**src/verilog/hlsa_cfg.svh**
```systemverilog
// Purpose: Offsets, field positions, opcodes and reset values of the halfword unit
// Assumes: Included by bare name from every design file that needs it
// Notes:   Definitions only
`ifndef HLSA_CFG_SVH
`define HLSA_CFG_SVH

// Opcodes of the AND and load/store group
`define OP_AND_REG_REG            8'h04
`define OP_AND_INDEXED_MEMORY     8'h44
`define OP_AND_IMMEDIATE_INDEXED  8'hC4
`define OP_LOAD_SHORT_IMMEDIATE   8'h24
`define OP_LOAD_NEGATED_SHORT     8'h25
`define OP_COPY_REG_REG           8'h08
`define OP_LOAD_MEMORY_WORD       8'h48
`define OP_LOAD_IMMEDIATE_INDEXED 8'hC8
`define OP_LOAD_REGISTER_RUN      8'hD1
`define OP_STORE_MEMORY_WORD      8'h40
`define OP_STORE_REGISTER_RUN     8'hD0
// Opcodes at or above this value carry the 16-bit address field
`define OP_LONG_FORMAT_MIN        8'h40

// Instruction word, left justified: bit 0 of the word is bit 31 here
`define INSTR_OP_MSB              31
`define INSTR_OP_LSB              24
`define INSTR_R1_MSB              23
`define INSTR_R1_LSB              20
`define INSTR_R2_MSB              19
`define INSTR_R2_LSB              16
`define INSTR_A_MSB               15
`define INSTR_A_LSB               0

// Status word: carry, overflow, greater, less sit at word bits 12..15
`define PSW_CARRY_BIT             19
`define PSW_OVFL_BIT              18
`define PSW_GREATER_BIT           17
`define PSW_LESS_BIT              16
`define PSW_CC_MSB                19
`define PSW_CC_LSB                16
`define PSW_IA_MSB                15
`define PSW_IA_LSB                0
`define PSW_RESET                 32'h0000_0000

// Instruction lengths and the step between halfwords in bytes
`define LEN_SHORT                 16'h0002
`define LEN_LONG                  16'h0004
`define HALFWORD_STEP             16'h0002
`define LAST_REG                  4'hF

// Register port byte offsets
`define OFF_PSW                   8'h00
`define OFF_STATUS                8'h04
`define OFF_PROTECT               8'h08
`define OFF_GPR_BASE              8'h40
`define OFF_GPR_MASK              8'hC0
`define STATUS_BUSY_BIT           0
`define STATUS_VIOL_BIT           1
`define STATUS_ILLEGAL_BIT        2
`define PROTECT_RESET             16'h0000

`endif

```
**src/verilog/hlsa_pkg.sv**
```systemverilog
// Purpose: Types shared by the halfword unit, its memory model, assertions and bench
// Assumes: Constants live in hlsa_cfg.svh
// Notes:   Nothing is imported; users write hlsa_pkg::name
`default_nettype none
package hlsa_pkg;

  // One-hot execution states
  typedef enum logic [4:0] {
    ST_IDLE    = 5'b00001,
    ST_EXEC    = 5'b00010,
    ST_RD_WAIT = 5'b00100,
    ST_WR_WAIT = 5'b01000,
    ST_FINISH  = 5'b10000
  } exec_state_t;

  // Decoded instruction fields
  typedef struct packed {
    logic [7:0]  op;
    logic [3:0]  r1;
    logic [3:0]  r2;   // Second register, index register or short immediate
    logic [15:0] a;
  } instr_fields_t;

  // Request towards core memory
  typedef struct packed {
    logic        req;
    logic        we;
    logic [15:0] addr;
    logic [15:0] wdata;
  } mem_req_t;

  // Register port request
  typedef struct packed {
    logic        wr;
    logic        rd;
    logic [7:0]  addr;
    logic [31:0] wdata;
  } reg_req_t;

endpackage
`default_nettype wire

```
**src/verilog/halfword_load_store_and_unit.sv**
```systemverilog
// Purpose: Executes the halfword AND and fixed-point load/store instruction group
// Assumes: One clock; memory answers each request with a one-cycle mem_ack
// Notes:   Status word and general registers are visible over the register port
`include "hlsa_cfg.svh"
`default_nettype none
module halfword_load_store_and_unit #(
  parameter int NREGS = 16
) (
  // Clock and reset
  input  wire logic                  mclk,
  input  wire logic                  sys_rst,
  // Instruction issue from the core
  input  wire logic                  instr_valid,
  input  wire logic [31:0]           instr_word,
  output logic                       instr_ready,
  output logic                       instr_done,
  output logic                       prot_violation,
  output logic                       illegal_op,
  // Core memory side
  output hlsa_pkg::mem_req_t         mem_out,
  input  wire logic                  mem_ack,
  input  wire logic [15:0]           mem_rdata,
  // Register port
  input  wire hlsa_pkg::reg_req_t    reg_in,
  output logic [31:0]                reg_rdata
);

  // Whole state of the unit
  typedef struct packed {
    hlsa_pkg::exec_state_t   st;        // Execution phase
    hlsa_pkg::instr_fields_t ins;       // Latched instruction
    logic [3:0]              cur;       // Register under transfer
    logic [15:0]             addr;      // Running memory address
    logic                    cc_upd;    // Finish writes a new condition code
    logic [15:0]             cc_val;    // Result that drives the new code
    logic                    viol;      // Finish reports a protect violation
    logic                    illegal;   // Finish reports an unknown opcode
    hlsa_pkg::mem_req_t      mem;       // Memory request, one-cycle strobe
    logic                    done;      // Completion pulse
    logic                    viol_p;    // Violation pulse
    logic                    ill_p;     // Illegal pulse
    logic [31:0]             program_status_word;       // Program status word
    logic [15:0]             prot_lim;  // Addresses below this are protected
    logic                    viol_seen; // Sticky violation flag
    logic                    ill_seen;  // Sticky illegal flag
    logic [31:0]             rdata;     // Register port read data
  } unit_state_t;

  unit_state_t s_reg;   // Registered state
  unit_state_t s_next;  // Next state

  // Register bank wiring
  logic        gpr_we;      // Bank write enable
  logic [3:0]  gpr_waddr;   // Bank write address
  logic [15:0] gpr_wdata;   // Bank write data
  logic [3:0]  gpr_raddr_b; // Index, second register or next run register
  logic [15:0] r1_val;      // Contents of register under R1 or run pointer
  logic [15:0] rb_val;      // Contents on port b
  logic [15:0] dbg_val;     // Register window read for software

  // Combinational helpers
  logic [15:0] index_val;   // Index contents, zero for field 0
  logic [15:0] eff_addr;    // Address field plus index
  logic [15:0] short_imm;   // Zero-extended short immediate
  logic        in_gpr_win;  // Register port addresses the register window
  logic [3:0]  cur_plus;    // Next run register

  // Condition code from a 16-bit result: carry and overflow read as zero
  function automatic logic [3:0] cc_of(input logic [15:0] v);
    logic [3:0] c;
    c    = 4'h0;
    c[1] = (v != 16'h0000) && !v[15];
    c[0] = v[15];
    return c;
  endfunction

  gpr_bank #(
    .WIDTH (16),
    .COUNT (NREGS)
  ) u_gpr (
    .mclk    (mclk),
    .sys_rst (sys_rst),
    .we      (gpr_we),
    .waddr   (gpr_waddr),
    .wdata   (gpr_wdata),
    .raddr_a ((s_reg.st == hlsa_pkg::ST_EXEC) ? s_reg.ins.r1 : s_reg.cur),
    .raddr_b (gpr_raddr_b),
    .raddr_c (reg_in.addr[5:2]),
    .rdata_a (r1_val),
    .rdata_b (rb_val),
    .rdata_c (dbg_val)
  );

  // Port b address stays out of the operand block, so no loop runs through the bank
  assign cur_plus    = s_reg.cur + 4'h1;
  assign gpr_raddr_b = (s_reg.st == hlsa_pkg::ST_WR_WAIT) ? cur_plus : s_reg.ins.r2;

  // Operand formation shared by every phase
  always_comb begin
    index_val   = (s_reg.ins.r2 == 4'h0) ? 16'h0000 : rb_val;
    eff_addr    = s_reg.ins.a + index_val;
    short_imm   = {12'h000, s_reg.ins.r2};
    in_gpr_win  = (reg_in.addr & `OFF_GPR_MASK) == `OFF_GPR_BASE;
  end

  // Next-state logic
  always_comb begin
    s_next        = s_reg;
    s_next.mem.req = 1'b0;       // Memory strobe lasts one cycle
    s_next.done   = 1'b0;
    s_next.viol_p = 1'b0;
    s_next.ill_p  = 1'b0;
    gpr_we        = 1'b0;
    gpr_waddr     = s_reg.ins.r1;
    gpr_wdata     = 16'h0000;

    // Register port: reads answer next cycle, unmapped reads give zero
    if (reg_in.rd) begin
      if (reg_in.addr == `OFF_PSW) begin
        s_next.rdata = s_reg.program_status_word;
      end else if (reg_in.addr == `OFF_STATUS) begin
        s_next.rdata = {29'h0, s_reg.ill_seen, s_reg.viol_seen,
                        (s_reg.st != hlsa_pkg::ST_IDLE)};
      end else if (reg_in.addr == `OFF_PROTECT) begin
        s_next.rdata = {16'h0000, s_reg.prot_lim};
      end else if (in_gpr_win) begin
        s_next.rdata = {16'h0000, dbg_val};
      end else begin
        s_next.rdata = 32'h0000_0000;
      end
    end
    if (reg_in.wr) begin
      if (reg_in.addr == `OFF_PSW) begin
        s_next.program_status_word = reg_in.wdata;
      end else if (reg_in.addr == `OFF_PROTECT) begin
        s_next.prot_lim = reg_in.wdata[15:0];
      end else if (reg_in.addr == `OFF_STATUS) begin
        // Write one to clear; a same-cycle event sets it again below
        if (reg_in.wdata[`STATUS_VIOL_BIT]) begin
          s_next.viol_seen = 1'b0;
        end
        if (reg_in.wdata[`STATUS_ILLEGAL_BIT]) begin
          s_next.ill_seen = 1'b0;
        end
      end else if (in_gpr_win && (s_reg.st == hlsa_pkg::ST_IDLE)) begin
        // Software loads registers only while no instruction runs
        gpr_we    = 1'b1;
        gpr_waddr = reg_in.addr[5:2];
        gpr_wdata = reg_in.wdata[15:0];
      end
    end

    case (s_reg.st)
      hlsa_pkg::ST_IDLE: begin
        // Accept a new instruction
        if (instr_valid) begin
          s_next.ins     = instr_word;
          s_next.cc_upd  = 1'b0;
          s_next.viol    = 1'b0;
          s_next.illegal = 1'b0;
          s_next.st      = hlsa_pkg::ST_EXEC;
        end
      end
      hlsa_pkg::ST_EXEC: begin
        // Register forms finish here; memory forms start a request, except a store below the protect limit
        s_next.st     = hlsa_pkg::ST_FINISH;
        s_next.cc_upd = 1'b1;
        gpr_waddr     = s_reg.ins.r1;
        case (s_reg.ins.op)
          `OP_AND_REG_REG: begin
            gpr_we    = 1'b1;
            gpr_wdata = r1_val & rb_val;
          end
          `OP_AND_IMMEDIATE_INDEXED: begin
            gpr_we    = 1'b1;
            gpr_wdata = r1_val & eff_addr;
          end
          `OP_LOAD_SHORT_IMMEDIATE: begin
            gpr_we    = 1'b1;
            gpr_wdata = short_imm;
          end
          `OP_LOAD_NEGATED_SHORT: begin
            gpr_we    = 1'b1;
            gpr_wdata = 16'h0000 - short_imm;
          end
          `OP_COPY_REG_REG: begin
            gpr_we    = 1'b1;
            gpr_wdata = rb_val;
          end
          `OP_LOAD_IMMEDIATE_INDEXED: begin
            gpr_we    = 1'b1;
            gpr_wdata = eff_addr;
          end
          `OP_AND_INDEXED_MEMORY, `OP_LOAD_MEMORY_WORD, `OP_LOAD_REGISTER_RUN: begin
            // Fetch the operand halfword at the effective address
            s_next.cc_upd   = 1'b0;
            s_next.cur      = s_reg.ins.r1;
            s_next.addr     = eff_addr;
            s_next.mem.req  = 1'b1;
            s_next.mem.we   = 1'b0;
            s_next.mem.addr = eff_addr;
            s_next.st       = hlsa_pkg::ST_RD_WAIT;
          end
          `OP_STORE_MEMORY_WORD, `OP_STORE_REGISTER_RUN: begin
            // Stores leave the condition code alone
            s_next.cc_upd = 1'b0;
            s_next.cur    = s_reg.ins.r1;
            s_next.addr   = eff_addr;
            if (eff_addr < s_reg.prot_lim) begin
              s_next.viol = 1'b1;
            end else begin
              s_next.mem.req   = 1'b1;
              s_next.mem.we    = 1'b1;
              s_next.mem.addr  = eff_addr;
              s_next.mem.wdata = r1_val;
              s_next.st        = hlsa_pkg::ST_WR_WAIT;
            end
          end
          default: begin
            // Unknown opcode: report and leave registers and condition code alone
            s_next.cc_upd  = 1'b0;
            s_next.illegal = 1'b1;
          end
        endcase
      end
      hlsa_pkg::ST_RD_WAIT: begin
        // Wait for the memory answer, then use it
        if (mem_ack) begin
          if (s_reg.ins.op == `OP_LOAD_REGISTER_RUN) begin
            gpr_we    = 1'b1;
            gpr_waddr = s_reg.cur;
            gpr_wdata = mem_rdata;
            if (s_reg.cur == `LAST_REG) begin
              s_next.st = hlsa_pkg::ST_FINISH;
            end else begin
              s_next.cur      = cur_plus;
              s_next.addr     = s_reg.addr + `HALFWORD_STEP;
              s_next.mem.req  = 1'b1;
              s_next.mem.addr = s_reg.addr + `HALFWORD_STEP;
            end
          end else begin
            gpr_we        = 1'b1;
            gpr_waddr     = s_reg.ins.r1;
            s_next.cc_upd = 1'b1;
            s_next.st     = hlsa_pkg::ST_FINISH;
            if (s_reg.ins.op == `OP_AND_INDEXED_MEMORY) begin
              gpr_wdata = r1_val & mem_rdata;
            end else begin
              gpr_wdata = mem_rdata;
            end
          end
        end
      end
      hlsa_pkg::ST_WR_WAIT: begin
        // Wait for the write to land; a run moves to the next register
        if (mem_ack) begin
          if ((s_reg.ins.op != `OP_STORE_REGISTER_RUN) || (s_reg.cur == `LAST_REG)) begin
            s_next.st = hlsa_pkg::ST_FINISH;
          end else if ((s_reg.addr + `HALFWORD_STEP) < s_reg.prot_lim) begin
            s_next.viol = 1'b1;
            s_next.st   = hlsa_pkg::ST_FINISH;
          end else begin
            s_next.cur       = cur_plus;
            s_next.addr      = s_reg.addr + `HALFWORD_STEP;
            s_next.mem.req   = 1'b1;
            s_next.mem.we    = 1'b1;
            s_next.mem.addr  = s_reg.addr + `HALFWORD_STEP;
            s_next.mem.wdata = rb_val;
          end
        end
      end
      hlsa_pkg::ST_FINISH: begin
        // Report completion and advance the instruction address
        s_next.done   = 1'b1;
        s_next.viol_p = s_reg.viol;
        s_next.ill_p  = s_reg.illegal;
        if (s_reg.ins.op < `OP_LONG_FORMAT_MIN) begin
          s_next.program_status_word[`PSW_IA_MSB:`PSW_IA_LSB] = s_reg.program_status_word[`PSW_IA_MSB:`PSW_IA_LSB] + `LEN_SHORT;
        end else begin
          s_next.program_status_word[`PSW_IA_MSB:`PSW_IA_LSB] = s_reg.program_status_word[`PSW_IA_MSB:`PSW_IA_LSB] + `LEN_LONG;
        end
        if (s_reg.cc_upd) begin
          // All four bits are rewritten; hardware beats a same-cycle write
          s_next.program_status_word[`PSW_CC_MSB:`PSW_CC_LSB] = cc_of(s_reg.cc_val);
        end
        // Sticky flags: a new event wins over a clear
        if (s_reg.viol) begin
          s_next.viol_seen = 1'b1;
        end
        if (s_reg.illegal) begin
          s_next.ill_seen = 1'b1;
        end
        s_next.st = hlsa_pkg::ST_IDLE;
      end
      default: begin
        s_next.st = hlsa_pkg::ST_IDLE;
      end
    endcase

    // Remember the value written to R1 for the condition code
    if (gpr_we && (s_reg.st != hlsa_pkg::ST_IDLE)) begin
      s_next.cc_val = gpr_wdata;
    end
  end

  // State register
  always_ff @(posedge mclk or posedge sys_rst) begin
    if (sys_rst) begin
      s_reg          <= '0;
      s_reg.st       <= hlsa_pkg::ST_IDLE;
      s_reg.program_status_word      <= `PSW_RESET;
      s_reg.prot_lim <= `PROTECT_RESET;
    end else begin
      s_reg <= s_next;
    end
  end

  // Outputs straight from flops
  assign instr_ready    = s_reg.st[0];  // One-hot idle bit, a flop of its own
  assign instr_done     = s_reg.done;
  assign prot_violation = s_reg.viol_p;
  assign illegal_op     = s_reg.ill_p;
  assign mem_out        = s_reg.mem;
  assign reg_rdata      = s_reg.rdata;

endmodule
`default_nettype wire

```
**src/verilog/gpr_bank.sv**
```systemverilog
// Purpose: Sixteen general registers with three read ports and one write port
// Assumes: Single clock, asynchronous active-high reset
// Notes:   Reads are combinational; a write lands at the next edge
`default_nettype none
module gpr_bank #(
  parameter int WIDTH = 16,
  parameter int COUNT = 16
) (
  // Clock and reset
  input  wire logic                     mclk,
  input  wire logic                     sys_rst,
  // Write port
  input  wire logic                     we,
  input  wire logic [$clog2(COUNT)-1:0] waddr,
  input  wire logic [WIDTH-1:0]         wdata,
  // Read ports
  input  wire logic [$clog2(COUNT)-1:0] raddr_a,
  input  wire logic [$clog2(COUNT)-1:0] raddr_b,
  input  wire logic [$clog2(COUNT)-1:0] raddr_c,
  output logic      [WIDTH-1:0]         rdata_a,
  output logic      [WIDTH-1:0]         rdata_b,
  output logic      [WIDTH-1:0]         rdata_c
);

  localparam int AW = $clog2(COUNT);  // Register address width

  logic [WIDTH-1:0] regs [COUNT];  // Register storage

  // One flop group per register, each loads only when addressed
  for (genvar i = 0; i < COUNT; i++) begin : g_reg
    always_ff @(posedge mclk or posedge sys_rst) begin
      if (sys_rst) begin
        regs[i] <= '0;
      end else if (we && (waddr == AW'(i))) begin
        regs[i] <= wdata;
      end
    end
  end

  // Combinational read ports
  assign rdata_a = regs[raddr_a];
  assign rdata_b = regs[raddr_b];
  assign rdata_c = regs[raddr_c];

endmodule
`default_nettype wire

```
**config.mk**
```make
export PLATFORM = sky130hd
export DESIGN_NAME = halfword_load_store_and_unit
export DESIGN_NICKNAME = d
export VERILOG_FILES = /design/src/verilog/hlsa_pkg.sv /design/src/verilog/halfword_load_store_and_unit.sv /design/src/verilog/gpr_bank.sv
export VERILOG_INCLUDE_DIRS = /design/src /design/src/verilog
export SDC_FILE = /design/constraint.sdc
export NUM_CORES = 2
export LEC_CHECK = 0
export BUFFER_PORTS_ARGS = -buffer_cell sky130_fd_sc_hd__buf_2
export CORE_UTILIZATION = 45
export DETAILED_ROUTE_END_ITERATION = 10
export MAX_ROUTING_LAYER = met4
export PLACE_DENSITY_LB_ADDON = 0.25
export SYNTH_ARGS = -nofsm -noshare
export SYNTH_HDL_FRONTEND = slang
export SYNTH_SLANG_ARGS = --single-unit
```
**constraint.sdc**
```tcl
create_clock -name mclk -period 16 [get_ports mclk]
set_input_delay 4 -clock mclk [delete_from_list [all_inputs] [get_ports mclk]]
set_output_delay 4 -clock mclk [all_outputs]
set_load 0.02 [all_outputs]
```
* Word-level counts from Yosys, hierarchy flattened
Cells that the tools add are included.
** Word-level totals
- Output and inout port bits :: 70
- Logic and storage cells :: 268
- ROM bits :: 0
- Memories kept :: 0
- Register bits after elaboration :: 451
- Bits in writable memories :: 0
- Bits in latches :: 0
** Operators by class
- Shift operators :: 0
- $mul :: 0
- Reductions and logical operators :: 49
- Bitwise operators :: 7
- Magnitude comparators :: 6
- Add/subtract/negate cells :: 6
- Multiplexer cells :: 104
- Div/mod/pow operators :: 0
- Equality and inequality tests :: 55
** Operators by type and width (count)
- $mux 16 :: 24
- $bmux 16 s4 :: 3
- $mux 20 :: 8
- $mux 34 :: 4
- $pmux 16 s6 :: 1
- $pmux 16 s2 :: 2
- $pmux 20 s3 :: 1
- $and 16x16->16 :: 3
- $pmux 16 s3 :: 1
- $mux 4 :: 10
- $mux 38 :: 1
- $mux 37 :: 1
- $eq 4x4->1 const B :: 9
- $pmux 18 s2 :: 1
- $mux 5 :: 7
- $add 16x2->16 const B :: 2
- $eq 8x8->1 const B :: 4
- $lt 16x16->1 :: 2
- $mux 32 :: 1
- $eq 8x7->1 const B :: 3
- $mux 1 :: 23
- $ne 2x2->1 const B :: 11
- $mux 21 :: 1
- $pmux 5 s4 :: 1
- 53 further kinds :: 103

* Depth between registers and ports, before layout
- Depth in word-level cells :: 12
- Depth in mapped cells :: 30

* Hierarchy
A second synthesis with hierarchy kept.
** Unflattened totals
- Cell total of the unflattened synthesis :: 2417
- Area, all modules :: 27901.8 µm²
** Modules (own cells, without submodules)
- gpr_bank :: cells an instance 986, times used 1, seq. area each 6406.1 µm², area an instance 15197.1 µm²
- halfword_load_store_and_unit :: cells an instance 1431, times used 1, seq. area each 4880.9 µm², area an instance 12704.7 µm²

* Worst setup path before layout
No wires, ideal clock.
- Kind :: reg2reg
- From :: register s_reg[192] in the netlist's numbering
- To :: register s_reg (netlist bit mem_out[16])
- Arrival :: 6.625 ns
- Cell stages (with the launch flop) :: 31
- Path slack :: 9.250 ns
- Buffers on the path :: 7
- Cell sequence :: dfrtp_1 -> buf_6 -> or3_4 -> buf_6 -> o21ai_1 -> and2_1 -> buf_2 -> buf_4 -> buf_2 -> mux4_2 -> a22o_1 -> a221oi_1 -> nor2_1 -> ha_1 -> clkbuf_1 -> and3_1 -> nand2_1 -> a21oi_1 -> nor2_1 -> o21ai_0 -> a221oi_1 -> ha_1 -> a21o_1 -> a21o_1 -> a21oi_1 -> o21ai_0 -> a21oi_1 -> a21boi_1 -> nand2_1 -> clkbuf_1 -> mux2_2
** Between the ends
- Word-level cells in the longest chain between the ends :: 11
** Ends and longest elaborated chain
- from (decl) :: line halfword_load_store_and_unit.sv:49 : unit_state_t s_reg;
- from (signal assigned) :: line halfword_load_store_and_unit.sv:314 : s_reg <= s_next;
- $eq 5x4->1 :: line halfword_load_store_and_unit.sv:96, halfword_load_store_and_unit.sv:153
- $mux 4 :: line halfword_load_store_and_unit.sv:96 : assign gpr_raddr_b = (s_reg.st == hlsa_pkg::ST_WR_WAIT) ? cur_plus : s_reg.ins.r2;
- $not 4->5 (not written as such) :: line gpr_bank.sv:42 : assign rdata_b = regs[raddr_b];
- $bmux 16 s4 :: line gpr_bank.sv:42
- $mux 16 (not written as such) (2 in a row) :: line gpr_bank.sv:42
- $mux 16 :: line halfword_load_store_and_unit.sv:100 : index_val = (s_reg.ins.r2 == 4'h0) ? 16'h0000 : rb_val;
- $add 16x16->16 :: line halfword_load_store_and_unit.sv:101 : eff_addr = s_reg.ins.a + index_val;
- $lt 16x16->1 or $mux 34 (tied branches) :: line halfword_load_store_and_unit.sv:209 : if (eff_addr < s_reg.prot_lim) begin
- $ne 3x3->1 (no source line) or $pmux 18 s2 (tied branches)
- $reduce_and 9->1 (no source line) or $pmux 16 s3 (tied branches)
Several ways; a longest one is shown, not always the timed one. The select of a mux whose other input is x is not followed.
A chain may end at the register's enable or synchronous reset.

* Worst setup path after layout
- From :: register s_reg[154] in the netlist's numbering
- To :: register s_reg (netlist bit mem_out[24])
** Between the ends
- Word-level cells in the longest chain between the ends :: 11
** Ends and longest elaborated chain
- $add 4x1->4 :: line halfword_load_store_and_unit.sv:95 : assign cur_plus = s_reg.cur + 4'h1;
- $mux 4 :: line halfword_load_store_and_unit.sv:96
- $not 4->5 (not written as such) :: line gpr_bank.sv:42
- $bmux 16 s4 :: line gpr_bank.sv:42
- $mux 16 (not written as such) (2 in a row) :: line gpr_bank.sv:42
- $mux 16 :: line halfword_load_store_and_unit.sv:100
- $add 16x16->16 :: line halfword_load_store_and_unit.sv:101
- $lt 16x16->1 or $mux 34 (tied branches) :: line halfword_load_store_and_unit.sv:209
- $ne 3x3->1 (no source line) or $pmux 18 s2 (tied branches)
- $reduce_and 9->1 (no source line) or $pmux 16 s3 (tied branches)
Several ways; a longest one is shown, not always the timed one. The select of a mux whose other input is x is not followed.

==> impl_metrics.ini <==
[run_status]
status = finished clean

[pwr]
intPower_mw = 3.42
power_frac_clock_pct = 20.2
p_switching_mw = 3.20
p_per_area_nw_per_um2 = 200
power.total_mw = 6.62
power_leakage_nw = 14.2
power_switching_share_pct = 48.3
power_frac_comb_pct = 52.4
ir_drop_mv = 0.112
sequentialPowerShare_pct = 27.4

[global_route]
grt_use_total_pct = 42.7
antenna_found_initial = 4
grt_first_pass_wirelength_mm = 200
grt_pass1_vias = 27000
overflow = 0
grt_max_degree = 166

[worst_hold_path]
min_path_type = flip-flop to flip-flop
worstHoldStart = s_reg[50]$_DFFE_PP0P_
whs_endpoint = s_reg[50]$_DFFE_PP0P_
hold_path_depth = 2

[layout]
fin_cells = 4045
postLayoutCoreUtil_pct = 50.3
multi_input_area_um2 = 17000
stdcell_area_um2 = 33100
final_common_cell = dfrtp_1
nets = 3284
ff_latch_area_um2 = 11300
drive_gt1_share_pct = 23.0
largest_reg_flops = 256
syn_to_final_growth_pct = 10.7
most-common-layout-cells = 450 x dfrtp_1, 286 x nand2_1, 269 x nor2_1, 185 x mux2_2, 164 x a21oi_1
num-fill-cells = 6098

[sta]
period_share_pct = 54.1
worst_slack_ns = 7.34
setup_tns_ns = 0
max_freq_mhz = 115
rsz0062_at_grt = no
drv_slew = 0
tightest_slew_ns = 1.48
slew_headroom_pct = 1.25
skew_ns = 0.0546
hold_violations = 0
setup_viol = 0
whs_ns = 0.492
period_minus_slack_ns = 8.66

[flow_run]
drv_cap = 0

[logic_synthesis]
syn-cell-area_um2 = 29900
synth_seq_cells = 451
yosysUniqueCellTypes = 91
synth_edf_count = 0
yosys_warnings = 0
syn_inst = 3144
syn_nets = 3289
ys_seq_area_share_pct = 37.8
postSynthAreaPerCell_um2 = 9.51
synthArstFlopShare_pct = 100
synth_ff_type = dfrtp_1

[clock_network]
tritoncts = yes
cts_made_buffers = 52
cts_hold_buffers = 0
cts_setup_buffers = 0
clockBufferDepth = 3
cts_sinks = 451
clk_pin_slew_worst_paths_ns = 0.06
ctsRootBufferMaster = clkbuf_16
clock_latency_ns = 0.65
htree_num_levels = 2
cts_resized = 0

[worst_setup_path]
setup.worst_path.start_class = flip-flop
crit_path_end_kind = flip-flop
r2r-end = mem_out[24]$_DFFE_PP0P_
required_ns = 16.53
timing.rr.start = s_reg[154]$_DFFE_PP0P_
worstSetupPathType = flip-flop to flip-flop
startpoint = s_reg[154]$_DFFE_PP0P_
ff2ff_path_depth = 25
crit_fanout = 27
rrSetupSlack_ns = 7.34
worstPathArrival_ns = 9.20

[floorplan]
io_pins = 164
initial_utilization_pct = 45.5
dieArea_um2 = 67500
die_y_um = 260
die_x_um = 260
rows = 94
core_um2 = 65700

[drt]
drc = 0
drtAntennaViolNets = 0
first_pass_iters = 6
finalWirelength_mm = 142
wl_per_cell_um = 35.0
viasPerCell = 7.04
drtIter0Drc = 3756
num_vias = 28500

[placed_design]
gp_congestion = 1.09
dpl_cell_area_um2 = 31200
place_ws_ns = 7.60
dpl.hpwl_mm = 103
dp_cells = 3949
portBuffers = 163
## power groups by stage
stage,Combinational [mW],Sequential [mW],Clock (mW)
2_1_floorplan,2.17,1.60,0
3_3_place_gp,3.34,1.80,0
3_5_place_dp,3.36,1.81,0
4_1_cts,3.37,1.79,1.35
5_1_grt,3.64,1.83,1.39
6_report,3.47,1.82,1.34
## worst max-delay path by stage
stage / endpoint / slack (ns)
6_report: mem_out[24]$_DFFE_PP0P_ / 7.34
5_1_grt: mem_out[31]$_DFFE_PP0P_ / 7.00
4_1_cts: mem_out[24]$_DFFE_PP0P_ / 7.54
3_5_place_dp: mem_out[25]$_DFFE_PP0P_ / 7.60
3_3_place_gp: mem_out[26]$_DFFE_PP0P_ / 7.79
2_1_floorplan: illegal_op$_DFF_PP0_ / 5.90
## per-layer routing
layer | wire length (um) | GRT usage (%) | part of all wire (%)
met1 | 56000 | 55.0 | 40
met2 | 62100 | 62.6 | 44
met3 | 13800 | 8.59 | 9.7
met4 | 9700 | 24.6 | 6.9
met5 | 0 | - | 0
## cell usage after synthesis, types with 9 or more instances
cell type	number	area, um^2
a211o_1	14	123
a211oi_1	83	623
a21o_1	33	248
a21oi_1	165	826
a221oi_1	13	114
a222oi_1	14	140
a22o_1	20	175
a22oi_1	24	180
a311oi_1	17	149
a31oi_1	103	644
and2_1	19	119
and3_1	72	450
buf_1	28	105
buf_2	41	205
buf_4	71	533
clkbuf_1	175	657
dfrtp_1	450	11300
ha_1	50	626
inv_1	66	248
mux2_2	185	2080
mux2i_1	62	621
mux4_2	120	2700
nand2_1	288	1080
nand2b_1	28	175
nand3_1	95	475
nand4_1	25	156
nor2_1	284	1070
nor2b_1	19	119
nor3_1	118	591
nor4_1	16	100
o2111ai_1	12	105
o211ai_1	16	120
o21a_1	9	67.6
o21ai_0	117	586
o21ai_1	10	50.1
o221ai_1	9	78.8
o22ai_1	24	150
o31ai_1	29	218
or2_2	15	93.8
or3_1	21	131
xnor2_1	17	149
xor2_1	14	123
## critical path: stages, from the launching register on
cell	delay [ns]
dfrtp_1	0.36
buf_4	0.21
ha_1	0.31
xnor2_1	0.42
nand3_1	0.70
nand2_1	0.64
buf_4	0.40
mux4_2	0.35
mux2i_1	0.37
mux2i_1	0.38
nor2b_1	0.25
ha_1	0.37
a21o_1	0.21
a221o_1	0.36
a21oi_1	0.32
nor3_1	0.08
a41oi_1	0.27
nand2_1	0.16
ha_1	0.33
a21o_1	0.17
a21oi_1	0.13
o21ai_0	0.13
a21oi_1	0.37
a21boi_1	0.17
nand2_1	0.63
mux2_2	0.41
## area by class of cell
cell class	count	area share, %
Multi-Input combinational cell	2307	51.4
Sequential cell	451	34.1
Timing Repair Buffer	260	4.72
Clock buffer	65	4.29
Tap cell	864	3.27
Clock inverter	28	1.41
Inverter	67	0.772
Antenna cell	3	0.0227
## cells by family after synthesis
group / after synthesis / synth area share, %
XOR/XNOR: 31 / 0.908
flip-flops: 451 / 37.8
adder cells (fa/ha/maj): 51 / 2.16
multiplexers: 367 / 18.1
buffers and inverters: 386 / 6.01
AO/OA/AOI/OAI: 814 / 18.6
AND/OR/NAND/NOR: 1044 / 16.5
Power figures use the tool's default switching activity.
